==> config.mk <==
export PLATFORM = sky130hd
export DESIGN_NAME = thcp_top
export DESIGN_NICKNAME = d
export VERILOG_FILES = /design/src/logic/thcp_fifo.v /design/src/logic/thcp_serializer.v /design/src/logic/thcp_top.v
export VERILOG_INCLUDE_DIRS = /design/src /design/src/logic
export SDC_FILE = /design/constraint.sdc
export NUM_CORES = 2
export LEC_CHECK = 0
export BUFFER_PORTS_ARGS = -buffer_cell sky130_fd_sc_hd__buf_2
export CORE_UTILIZATION = 50
export CTS_CLUSTER_SIZE = 40
export DETAILED_ROUTE_END_ITERATION = 7
export PLACE_DENSITY = 0.64
export SLEW_MARGIN = 20
export SYNTH_ARGS = -nofsm -noshare
export SYNTH_HDL_FRONTEND = slang
export SYNTH_HIERARCHICAL = 1
export SYNTH_SLANG_ARGS = --single-unit
==> constraint.sdc <==
create_clock -name clock -period 6.3 [get_ports clock]
set_input_delay 1.26 -clock clock [delete_from_list [all_inputs] [get_ports clock]]
set_output_delay 1.26 -clock clock [all_outputs]
set_load 0.05 [all_outputs]
==> src/logic/thcp_defs.vh <==
// Constants for the transmit channel provisioning block.
// Assumes inclusion by bare name from the logic/ folder.
`ifndef THCP_DEFS_VH
`define THCP_DEFS_VH
`define THCP_ADDR_W          10
`define THCP_OFF_SEL         10'h380
`define THCP_OFF_DATA_A      10'h384
`define THCP_OFF_DATA_B      10'h388
`define THCP_SEL_BUSY        15
`define THCP_SEL_DIR         14
`define THCP_SEL_LINK_SELECT_HI     4
`define THCP_A_SVC           15
`define THCP_A_CRC_HI        14
`define THCP_A_CRC_LO        13
`define THCP_A_IDLE          12
`define THCP_A_FRAME         11
`define THCP_PTR_HI          8
`define THCP_B_LSB_STUFF     15
`define THCP_B_EXP_INH       14
`define THCP_B_INVERT        13
`define THCP_B_FCS_INV       12
`define THCP_CRC_NONE        2'h0
`define THCP_CRC_CCITT       2'h1
`define THCP_CRC_32          2'h2
`define THCP_CRC_RSVD        2'h3
`define THCP_ENTRY_W         27
`define THCP_E_PTR_HI        8
`define THCP_E_FRAME         9
`define THCP_E_IDLE          10
`define THCP_E_CRC_LO        11
`define THCP_E_CRC_HI        12
`define THCP_E_SVC           13
`define THCP_E_LEN_LO        14
`define THCP_E_LEN_HI        22
`define THCP_E_FCS_INV       23
`define THCP_E_INVERT        24
`define THCP_E_EXP_INH       25
`define THCP_E_LSB_STUFF     26
`define THCP_CRC_INIT        32'hffffffff
`define THCP_ACCESS_CYCLES   2'h2
`define THCP_FLAG_BYTE       8'h7e
`define THCP_IDLE_BYTE       8'hff
`endif

==> src/logic/thcp_fifo.v <==
// Synchronous FIFO with valid/ready on both sides.
// Assumes one clock and an active-low asynchronous reset.
`timescale 1ns/1ps
module thcp_fifo #(
  parameter WIDTH = 8,
  parameter DEPTH = 16,
  parameter AW    = 4
) (
  input  wire             clock,    // System clock
  input  wire             rst_n,    // Async reset, active low
  input  wire             in_valid, // Write request
  output wire             in_ready, // Not full
  input  wire [WIDTH-1:0] in_data,  // Write data
  output wire             out_valid,// Not empty
  input  wire             out_ready,// Read accept
  output wire [WIDTH-1:0] out_data  // Head word
);
  reg [WIDTH-1:0] mem [0:DEPTH-1];
  reg [AW-1:0]    wr_q;
  reg [AW-1:0]    rd_q;
  reg [AW:0]      cnt_q;
  wire            push;
  wire            pop;

  assign in_ready  = (cnt_q != DEPTH[AW:0]);
  assign out_valid = (cnt_q != {(AW+1){1'b0}});
  assign out_data  = mem[rd_q];
  assign push      = in_valid & in_ready;
  assign pop       = out_valid & out_ready;

  always @(posedge clock) begin
    if (push) begin
      mem[wr_q] <= in_data;
    end
  end

  always @(posedge clock or negedge rst_n) begin
    if (!rst_n) begin
      wr_q  <= {AW{1'b0}};
      rd_q  <= {AW{1'b0}};
      cnt_q <= {(AW+1){1'b0}};
    end else begin
      if (push) wr_q <= wr_q + 1'b1;
      if (pop)  rd_q <= rd_q + 1'b1;
      if (push & ~pop) cnt_q <= cnt_q + 1'b1;
      else if (pop & ~push) cnt_q <= cnt_q - 1'b1;
    end
  end
endmodule // thcp_fifo

==> src/logic/thcp_serializer.v <==
// Byte serializer: one channel's octets to a bit stream, LSB first.
// Assumes octets already carry flags and check fields.
`timescale 1ns/1ps
module thcp_serializer (
  input  wire       clock,       // System clock
  input  wire       rst_n,       // Async reset, active low
  input  wire       byte_valid,  // Octet available
  output wire       byte_ready,  // Octet taken
  input  wire [7:0] byte_data,   // Octet
  input  wire       lsb_stuff,   // Force last bit of octet
  input  wire       forced_lsb,  // Value of the forced bit
  input  wire       invert,      // Invert whole stream
  input  wire       bit_enable,  // Link wants a bit
  output reg        tx_bit_q,    // Serial data
  output reg        tx_valid_q   // Bit strobe
);
  reg [7:0] sh_q;
  reg [2:0] pos_q;
  reg       busy_q;
  wire      take;
  wire      out_bit;

  assign take       = bit_enable & byte_valid & (~busy_q | (pos_q == 3'h7));
  assign byte_ready = take;
  // Last bit of an octet may be replaced by a constant
  assign out_bit = (lsb_stuff && pos_q == 3'h7) ? forced_lsb : sh_q[0];

  always @(posedge clock or negedge rst_n) begin
    if (!rst_n) begin
      sh_q <= 8'h00; pos_q <= 3'h0; busy_q <= 1'b0;
      tx_bit_q <= 1'b0; tx_valid_q <= 1'b0;
    end else begin
      tx_valid_q <= bit_enable & busy_q;
      if (bit_enable & busy_q) begin
        tx_bit_q <= out_bit ^ invert;
        sh_q     <= {1'b0, sh_q[7:1]};
        pos_q    <= pos_q + 3'h1;
        if (pos_q == 3'h7 && !take) busy_q <= 1'b0;
      end
      if (take) begin
        sh_q  <= byte_data;
        pos_q <= 3'h0;
        busy_q <= 1'b1;
      end
    end
  end
endmodule // thcp_serializer

==> src/logic/thcp_top.v <==
// Transmit channel provisioning: indirect provision RAM access, plus a
// per-channel octet framer that applies the provisioned settings.
// Assumes a single-cycle register port and data requests from a link
// assigner naming a channel; bit-level stuffing is done downstream.
//
// Strobed register access was left to the implementer.
`timescale 1ns/1ps
`include "thcp_defs.vh"
module thcp_top #(
  parameter CHANNELS = 32,
  parameter LINK_SELECT_W   = 5,
  parameter FIFO_DEP = 16,
  parameter FIFO_AW  = 4
) (
  input  wire                   clock,      // 200 MHz system clock
  input  wire                   rst_n,      // Async reset, active low
  input  wire [`THCP_ADDR_W-1:0] reg_addr,  // Register byte address
  input  wire [31:0]            reg_wdata,  // Write data
  input  wire                   reg_wr,     // Write strobe
  input  wire                   reg_rd,     // Read strobe
  output reg  [31:0]            reg_rdata_q,// Read data, next cycle
  input  wire                   req_valid,  // Data request from assigner
  input  wire [LINK_SELECT_W-1:0]      req_link_select,   // Requested channel
  input  wire                   pkt_valid,  // Packet octet offered
  output wire                   pkt_ready,  // Octet accepted into FIFO
  input  wire [7:0]             pkt_data,   // Packet octet
  input  wire                   pkt_last,   // Last octet of packet
  input  wire [LINK_SELECT_W-1:0]      pkt_link_select,   // Channel being framed
  input  wire                   bit_enable, // Link takes a bit
  output wire                   tx_bit,     // Serial data
  output wire                   tx_valid,   // Bit strobe
  output reg                    req_grant_q,// Request serviced
  output reg                    fifo_norm_q,// Normal DMA request
  output reg                    fifo_exp_q, // Expedited DMA request
  input  wire                   exp_need,   // FIFO wants expedite
  input  wire                   norm_need,  // FIFO wants normal
  output reg  [8:0]             cur_ptr_q,  // Block pointer of pkt_link_select
  output reg  [8:0]             cur_len_q,  // Block count minus one
  output reg  [1:0]             cur_crc_q   // Effective CRC mode
);
  ////////////////////////////////////////////////////////////////////
  // Register state and provision RAM
  reg [`THCP_ENTRY_W-1:0] channel_service_enable_ram [0:CHANNELS-1];
  reg [15:0]       data_a_q;
  reg [15:0]       data_b_q;
  reg [LINK_SELECT_W-1:0] link_select_q;
  reg              dir_q;
  reg              busy_q;
  reg [1:0]        acc_cnt_q;
  wire             sel_wr;
  wire             acc_done;
  wire [`THCP_ENTRY_W-1:0] entry_w;
  wire [`THCP_ENTRY_W-1:0] entry_r;
  integer i;

  // Entry: {data_b[15:12], len, data_a[15:11], ptr}
  function [`THCP_ENTRY_W-1:0] pack;
    input [15:0] a;
    input [15:0] b;
    pack = {b[15:12], b[`THCP_PTR_HI:0], a[15:11], a[`THCP_PTR_HI:0]};
  endfunction

  // Reserved code and unframed channels both give no check field
  function [1:0] eff_crc;
    input [`THCP_ENTRY_W-1:0] e;
    reg   [1:0] c;
    begin
      c = e[`THCP_E_CRC_HI:`THCP_E_CRC_LO];
      if (!e[`THCP_E_FRAME] || c == `THCP_CRC_RSVD)
        eff_crc = `THCP_CRC_NONE;
      else
        eff_crc = c;
    end
  endfunction

  assign sel_wr   = reg_wr && reg_addr == `THCP_OFF_SEL;
  assign acc_done = busy_q && acc_cnt_q == `THCP_ACCESS_CYCLES - 2'h1;
  assign entry_w  = pack(data_a_q, data_b_q);
  assign entry_r  = channel_service_enable_ram[link_select_q];

  always @(posedge clock or negedge rst_n) begin
    if (!rst_n) begin
      for (i = 0; i < CHANNELS; i = i + 1) begin
        channel_service_enable_ram[i] <= {`THCP_ENTRY_W{1'b0}};
      end
    end else if (acc_done && !dir_q) begin
      channel_service_enable_ram[link_select_q] <= entry_w;
    end
  end

  always @(posedge clock or negedge rst_n) begin
    if (!rst_n) begin
      data_a_q  <= 16'h0000;
      data_b_q  <= 16'h0000;
      link_select_q    <= {LINK_SELECT_W{1'b0}};
      dir_q     <= 1'b0;
      busy_q    <= 1'b0;
      acc_cnt_q <= 2'h0;
    end else begin
      if (reg_wr && reg_addr == `THCP_OFF_DATA_A && !busy_q)
        data_a_q <= reg_wdata[15:0];
      if (reg_wr && reg_addr == `THCP_OFF_DATA_B && !busy_q)
        data_b_q <= reg_wdata[15:0];
      if (sel_wr && !busy_q) begin
        link_select_q    <= reg_wdata[LINK_SELECT_W-1:0];
        dir_q     <= reg_wdata[`THCP_SEL_DIR];
        busy_q    <= 1'b1;
        acc_cnt_q <= 2'h0;
      end else if (acc_done) begin
        busy_q <= 1'b0;
        if (dir_q) begin
          // Pointer and length stay as written: they are write-only
          data_a_q[15:11] <= entry_r[`THCP_E_SVC:`THCP_E_FRAME];
          data_b_q[15:12] <=
            entry_r[`THCP_E_LSB_STUFF:`THCP_E_FCS_INV];
        end
      end else if (busy_q) begin
        acc_cnt_q <= acc_cnt_q + 2'h1;
      end
    end
  end

  // Read data; write-only and unused bits read as zero
  always @(posedge clock or negedge rst_n) begin
    if (!rst_n) reg_rdata_q <= 32'h00000000;
    else if (reg_rd) begin
      case (reg_addr)
        `THCP_OFF_SEL:
          reg_rdata_q <= {16'h0000, busy_q, dir_q,
                          {(14-LINK_SELECT_W){1'b0}}, link_select_q};
        `THCP_OFF_DATA_A:
          reg_rdata_q <= {16'h0000, data_a_q[15:11], 11'h000};
        `THCP_OFF_DATA_B:
          reg_rdata_q <= {16'h0000, data_b_q[15:12], 12'h000};
        default: reg_rdata_q <= 32'h00000000;
      endcase
    end else reg_rdata_q <= 32'h00000000;
  end

  ////////////////////////////////////////////////////////////////////
  // Service, expedited DMA request gating and per-channel settings
  wire [`THCP_ENTRY_W-1:0] req_e;
  wire [`THCP_ENTRY_W-1:0] pk_e;
  assign req_e = channel_service_enable_ram[req_link_select];
  assign pk_e  = channel_service_enable_ram[pkt_link_select];

  always @(posedge clock or negedge rst_n) begin
    if (!rst_n) begin
      req_grant_q <= 1'b0;
      fifo_norm_q <= 1'b0;
      fifo_exp_q  <= 1'b0;
      cur_ptr_q   <= 9'h000;
      cur_len_q   <= 9'h000;
      cur_crc_q   <= `THCP_CRC_NONE;
    end else begin
      req_grant_q <= req_valid & req_e[`THCP_E_SVC];
      fifo_norm_q <= norm_need;
      fifo_exp_q  <= exp_need & ~pk_e[`THCP_E_EXP_INH];
      cur_ptr_q   <= pk_e[`THCP_E_PTR_HI:0];
      cur_len_q   <= pk_e[`THCP_E_LEN_HI:`THCP_E_LEN_LO];
      cur_crc_q   <= eff_crc(pk_e);
    end
  end

  ////////////////////////////////////////////////////////////////////
  // Octet framer: flags, payload, FCS, fill
  localparam S_FILL = 2'h0;
  localparam S_DATA = 2'h1;
  localparam S_FCS  = 2'h2;
  localparam S_END  = 2'h3;
  reg  [1:0]  st_q;
  reg  [31:0] crc_q;
  reg  [1:0]  fcs_idx_q;
  reg  [7:0]  ob_d;
  reg         ob_v_d;
  reg         take_in;
  wire        framed;
  wire        fill_ones;
  wire        fcs_inv;
  wire [1:0]  crc_mode;
  wire [1:0]  fcs_len;
  wire        ff_valid;
  wire [7:0]  ff_data;
  wire [7:0]  fcs_byte;

  assign framed    = pk_e[`THCP_E_FRAME];
  assign fill_ones = pk_e[`THCP_E_IDLE];
  assign fcs_inv   = pk_e[`THCP_E_FCS_INV];
  assign crc_mode  = eff_crc(pk_e);
  assign fcs_len   = crc_mode == `THCP_CRC_32 ? 2'h3 : 2'h1;
  assign fcs_byte  = crc_q[8*fcs_idx_q +: 8] ^ {8{~fcs_inv}} ;

  // CRC update for one octet; polynomial picked by mode
  function [31:0] crc_step;
    input [31:0] c;
    input [7:0]  d;
    input        wide;
    integer k;
    reg [31:0] r;
    begin
      r = c;
      for (k = 0; k < 8; k = k + 1) begin
        if (wide)
          r = (r[0] ^ d[k]) ? (r >> 1) ^ 32'hedb88320 : r >> 1;
        else
          r = (r[0] ^ d[k]) ? {16'h0000, (r[15:0] >> 1) ^ 16'h8408}
                            : {16'h0000, r[15:0] >> 1};
      end
      crc_step = r;
    end
  endfunction

  always @* begin
    ob_d    = `THCP_FLAG_BYTE;
    ob_v_d  = 1'b0;
    take_in = 1'b0;
    case (st_q)
      S_FILL: begin
        ob_v_d = 1'b1;
        if (!framed) begin
          ob_d    = ff_data;
          ob_v_d  = ff_valid;
          take_in = 1'b1;
        end else if (ff_valid) ob_d = `THCP_FLAG_BYTE;
        else ob_d = fill_ones ? `THCP_IDLE_BYTE : `THCP_FLAG_BYTE;
      end
      S_DATA: begin
        ob_d    = ff_data;
        ob_v_d  = ff_valid;
        take_in = 1'b1;
      end
      S_FCS: begin ob_d = fcs_byte; ob_v_d = 1'b1; end
      S_END: begin ob_d = `THCP_FLAG_BYTE; ob_v_d = 1'b1; end
      default: begin ob_d = `THCP_FLAG_BYTE; ob_v_d = 1'b0; end
    endcase
  end

  wire ser_ready;
  wire adv;
  wire ff_last;
  assign adv = ob_v_d & ser_ready;

  always @(posedge clock or negedge rst_n) begin
    if (!rst_n) begin
      st_q      <= S_FILL;
      crc_q     <= `THCP_CRC_INIT;
      fcs_idx_q <= 2'h0;
    end else if (adv) begin
      case (st_q)
        S_FILL: if (framed && ff_valid) begin
          st_q <= S_DATA; crc_q <= 32'hffffffff;
        end
        S_DATA: begin
          crc_q <= crc_step(crc_q, ff_data, crc_mode == `THCP_CRC_32);
          if (ff_last) begin
            fcs_idx_q <= 2'h0;
            st_q <= (crc_mode == `THCP_CRC_NONE) ? S_END : S_FCS;
          end
        end
        S_FCS: begin
          fcs_idx_q <= fcs_idx_q + 2'h1;
          if (fcs_idx_q == fcs_len) st_q <= S_END;
        end
        S_END: st_q <= S_FILL;
        default: st_q <= S_FILL;
      endcase
    end
  end

  wire [8:0] ff_word;

  thcp_fifo #(.WIDTH(9), .DEPTH(FIFO_DEP), .AW(FIFO_AW)) u_fifo (
    .clock    (clock),
    .rst_n    (rst_n),
    .in_valid (pkt_valid),
    .in_ready (pkt_ready),
    .in_data  ({pkt_last, pkt_data}),
    .out_valid(ff_valid),
    .out_ready(take_in & ser_ready),
    .out_data (ff_word)
  );
  assign ff_data = ff_word[7:0];
  assign ff_last = ff_word[8];

  thcp_serializer u_ser (
    .clock     (clock),
    .rst_n     (rst_n),
    .byte_valid(ob_v_d),
    .byte_ready(ser_ready),
    .byte_data (ob_d),
    .lsb_stuff (pk_e[`THCP_E_LSB_STUFF]),
    .forced_lsb(1'b0),
    .invert    (pk_e[`THCP_E_INVERT]),
    .bit_enable(bit_enable),
    .tx_bit_q  (tx_bit),
    .tx_valid_q(tx_valid)
  );
endmodule // thcp_top

==> key figures <==
Timing
  – Post-route clock period utilization: 80.8%
  – Period minus WS final: 5090 ps
  – RSZ-0062 raised after global routing: no
  – Max-slew headroom: 22.3%
  – Worst-Margin Slew: 1160 ps
  – Setup-failing EPs final: 0
  – F_max: 196 MHz
  – Fin Hold WS: 499 ps
  – Max Slew Vio Count: 0
  – Clock Skew: 47.7 ps
  – Fin. Hold Viols: 0
  – Fin Setup TNS: 0 ps

Route
  – Total number of vias: 31,200
  – First-pass DRT Iterations: 6
  – # DRC: 0
  – Initial DRC count: 2,333
  – WL/cell: 29.9 um
  – WL final: 147 mm
  – Vias per cell: 6.36
  – Post-route antenna net violation count: 0

Synth
  – Synth Register Bits: 1,140
  – Synth area leaders: dfrtp_1 (45%), mux2_2 (19%), mux4_2 (14%)
  – YS warnings: 6
  – Mapped Avg Cell Area: 15.9 um2
  – Leading area contributor after synthesis: dfrtp_1
  – Most used DFF post-synth: dfrtp_1
  – Top cell type's share of synthesized area: 44.7%
  – Post-synthesis cell count: 3,392
  – Count of flip-flops with a built-in enable after synthesis: 144
  – Count of cell types in the netlist: 72
  – Mapped Area: 53,900 um2
  – Post-synth ARST share: 87.4%
  – Seq/Total Area, Yosys: 54.3%

GRT
  – GRT met1 Usage: 38.2%
  – Largest net degree at the start of global routing: 195
  – First-pass GRT wire length: 219 mm
  – Total global routing overflow: 0
  – Global routing's busiest layer: met2
  – Vias in the first global route: 33,100
  – Met2 Use GR: 44.0%
  – GRT Total Usage: 27.5%
  – Antenna violations before repair: 4
  – M3 GR Usage: 5.50%

Die
  – Die area: 109,000 um2
  – IO Count: 128
  – Chip width: 330 um
  – Starting Density: 50.4%
  – Num rows: 120
  – Die Ht: 330 um
  – Core footprint: 107,000 um2

Setup path
  – CP max-delay cell: mux4_2
  – Delay of the slowest cell on the worst path: 570 ps
  – Worst R2R Start: u_fifo/rd_q[2]$_DFFE_PN0P_
  – Worst EP required: 6950 ps
  – CP max FO: 22
  – Crit path DAT: 5740 ps
  – Critical path's top delay family: multiplexers
  – Setup crit end kind: flop
  – Type of origin of the critical path: input port
  – CP Buf/Inv Count: 2
  – CP Class: input port to flop
  – Worst path cell trace: buf_8 -> mux4_2 -> mux4_2 -> mux2i_1 -> nand2_1 -> a21oi_1 -> nor2_1 -> and2_1 -> and2_4 -> a21boi_0 -> nand2_1 -> ha_1 -> inv_1 -> fa_1 -> a21o_1 -> a21oi_1 -> mux2i_1 -> xnor2_1
  – CP startpoint: pkt_link_select[0]

Power and ir drop
  – Peak supply drop: 390 uV
  – Pwr Density: 329 nW/um2
  – Static Leak: 27.2 nW

Placement
  – Placed insts: 4,683
  – Placer Congestion: 0.837
  – DPL Wire Length: 87.4 mm
  – Buffers on Ports: 87

Clock network
  – Post-CTS sizing: 0
  – CTS Hold Bufs: 0
  – CTS Buf Count: 120
  – Clock transition at path regs: 60 ps
  – Skew-Pair Late Insertion Delay: 720 ps
  – Setup Fix Bufs, Post-CTS: 0
  – Root Buffer: clkbuf_16
  – # H-tree levels: 3
  – CTS tree: built
  – # clock sinks: 1,140
  – Clock buffer depth: 3

Job
  – MaxCap Viol Count: 0

Cells and area
  – Most frequent cells in the layout: dfrtp_1 (956), mux2_2 (914), mux4_2 (346), edfxtp_1 (144), clkbuf_16 (120)
  – Layout area overhead: 11.3%
  – Most common cell after layout, fill and taps aside: dfrtp_1
  – Final Non-Filler Cells: 4,907
  – Layout cells sized above 1: 49.2%
  – Final core utilization: 56.1%
  – Final net count: 3,493

Hold path
  – Tightest Hold Check Type: flop to flop
  – Hold Path Origin: channel_service_enable_ram[475]$_DFFE_PN0P_

Status
  – Status: complete, no violations
-- cell type report --
class                   count  area, um2
clock inverters            45        582
well taps                1403       1760
diodes                      1       2.50
fillers                  8302      47000
multi-input cells        1947      23500
clock buffers             174       3450
flip-flops and latches   1140      29300
inverters                  20       75.1
repair buffers            177       1360
-- cell families after synthesis --
logic type,share of synthesized area [%]
buf+inv,2.66
flops,54.3
simple gates,2.37
fa+ha+maj,0.408
xor+xnor,1.77
other cells,0.00695
compound gates,2.76
mux,35.7
-- sequential cells by signal (all words and copies together), names as in the netlist, 9 cells and up --
register,flops
channel_service_enable_ram,864
u_fifo/mem,144
crc_q,32
data_a_q,14
data_b_q,13
reg_rdata_q,10
cur_len_q,9
cur_ptr_q,9
-- path summary, 6_finish.rpt --
path                                                                    end  slack [ps]  cells past startpoint
worst max register to register                        crc_q[20]$_DFFE_PN1P_        1380                      9
worst max-delay path                            u_fifo/cnt_q[4]$_DFFE_PN0P_        1210                     18
max in group asynchronous       channel_service_enable_ram[856]$_DFFE_PN0P_        4260                      3
worst min register to register  channel_service_enable_ram[475]$_DFFE_PN0P_         500                      1
min in group asynchronous                        u_fifo/wr_q[3]$_DFFE_PN0P_         510                      1
worst min-delay path            channel_service_enable_ram[475]$_DFFE_PN0P_         500                      1
-- synthesized netlist by cell type, drive strengths merged (21+ instances only) --
| library cell | n |
|---|---|
| buf | 63 |
| clkbuf | 244 |
| a221oi | 32 |
| xnor2 | 65 |
| nand2 | 64 |
| edfxtp | 144 |
| mux4 | 368 |
| a21oi | 44 |
| dfrtp | 964 |
| mux2i | 60 |
| a22oi | 47 |
| o21ai | 28 |
| dfstp | 32 |
| xor2 | 21 |
| mux2 | 914 |
| nor2 | 104 |
-- report_power, final --
group	total (mW)	internal (mW)	leakage (nW)	switching, mW
logic	4.63	2.13	10.3	2.50
clock network	7.18	4.20	1.98	2.98
registers	7.96	7.73	15.0	0.236
-- routing by layer --
layer,up-vias,share of wire [%]
met5,-,0.041
met4,8,2.9
met3,253,6.5
met2,1006,48
met1,17000,42
li1,12900,-
-- through the flow --
stage	power (mW)	setup slack (ps)	instance area, um2
finish	19.8	1210	60000
detailed placement	12.7	417	55900
floorplan	11.5	609	54000
global placement	12.7	456	55800
CTS	19.9	1170	59900
global route	20.6	947	60000
No activity file was read; power rests on OpenSTA's default activity.
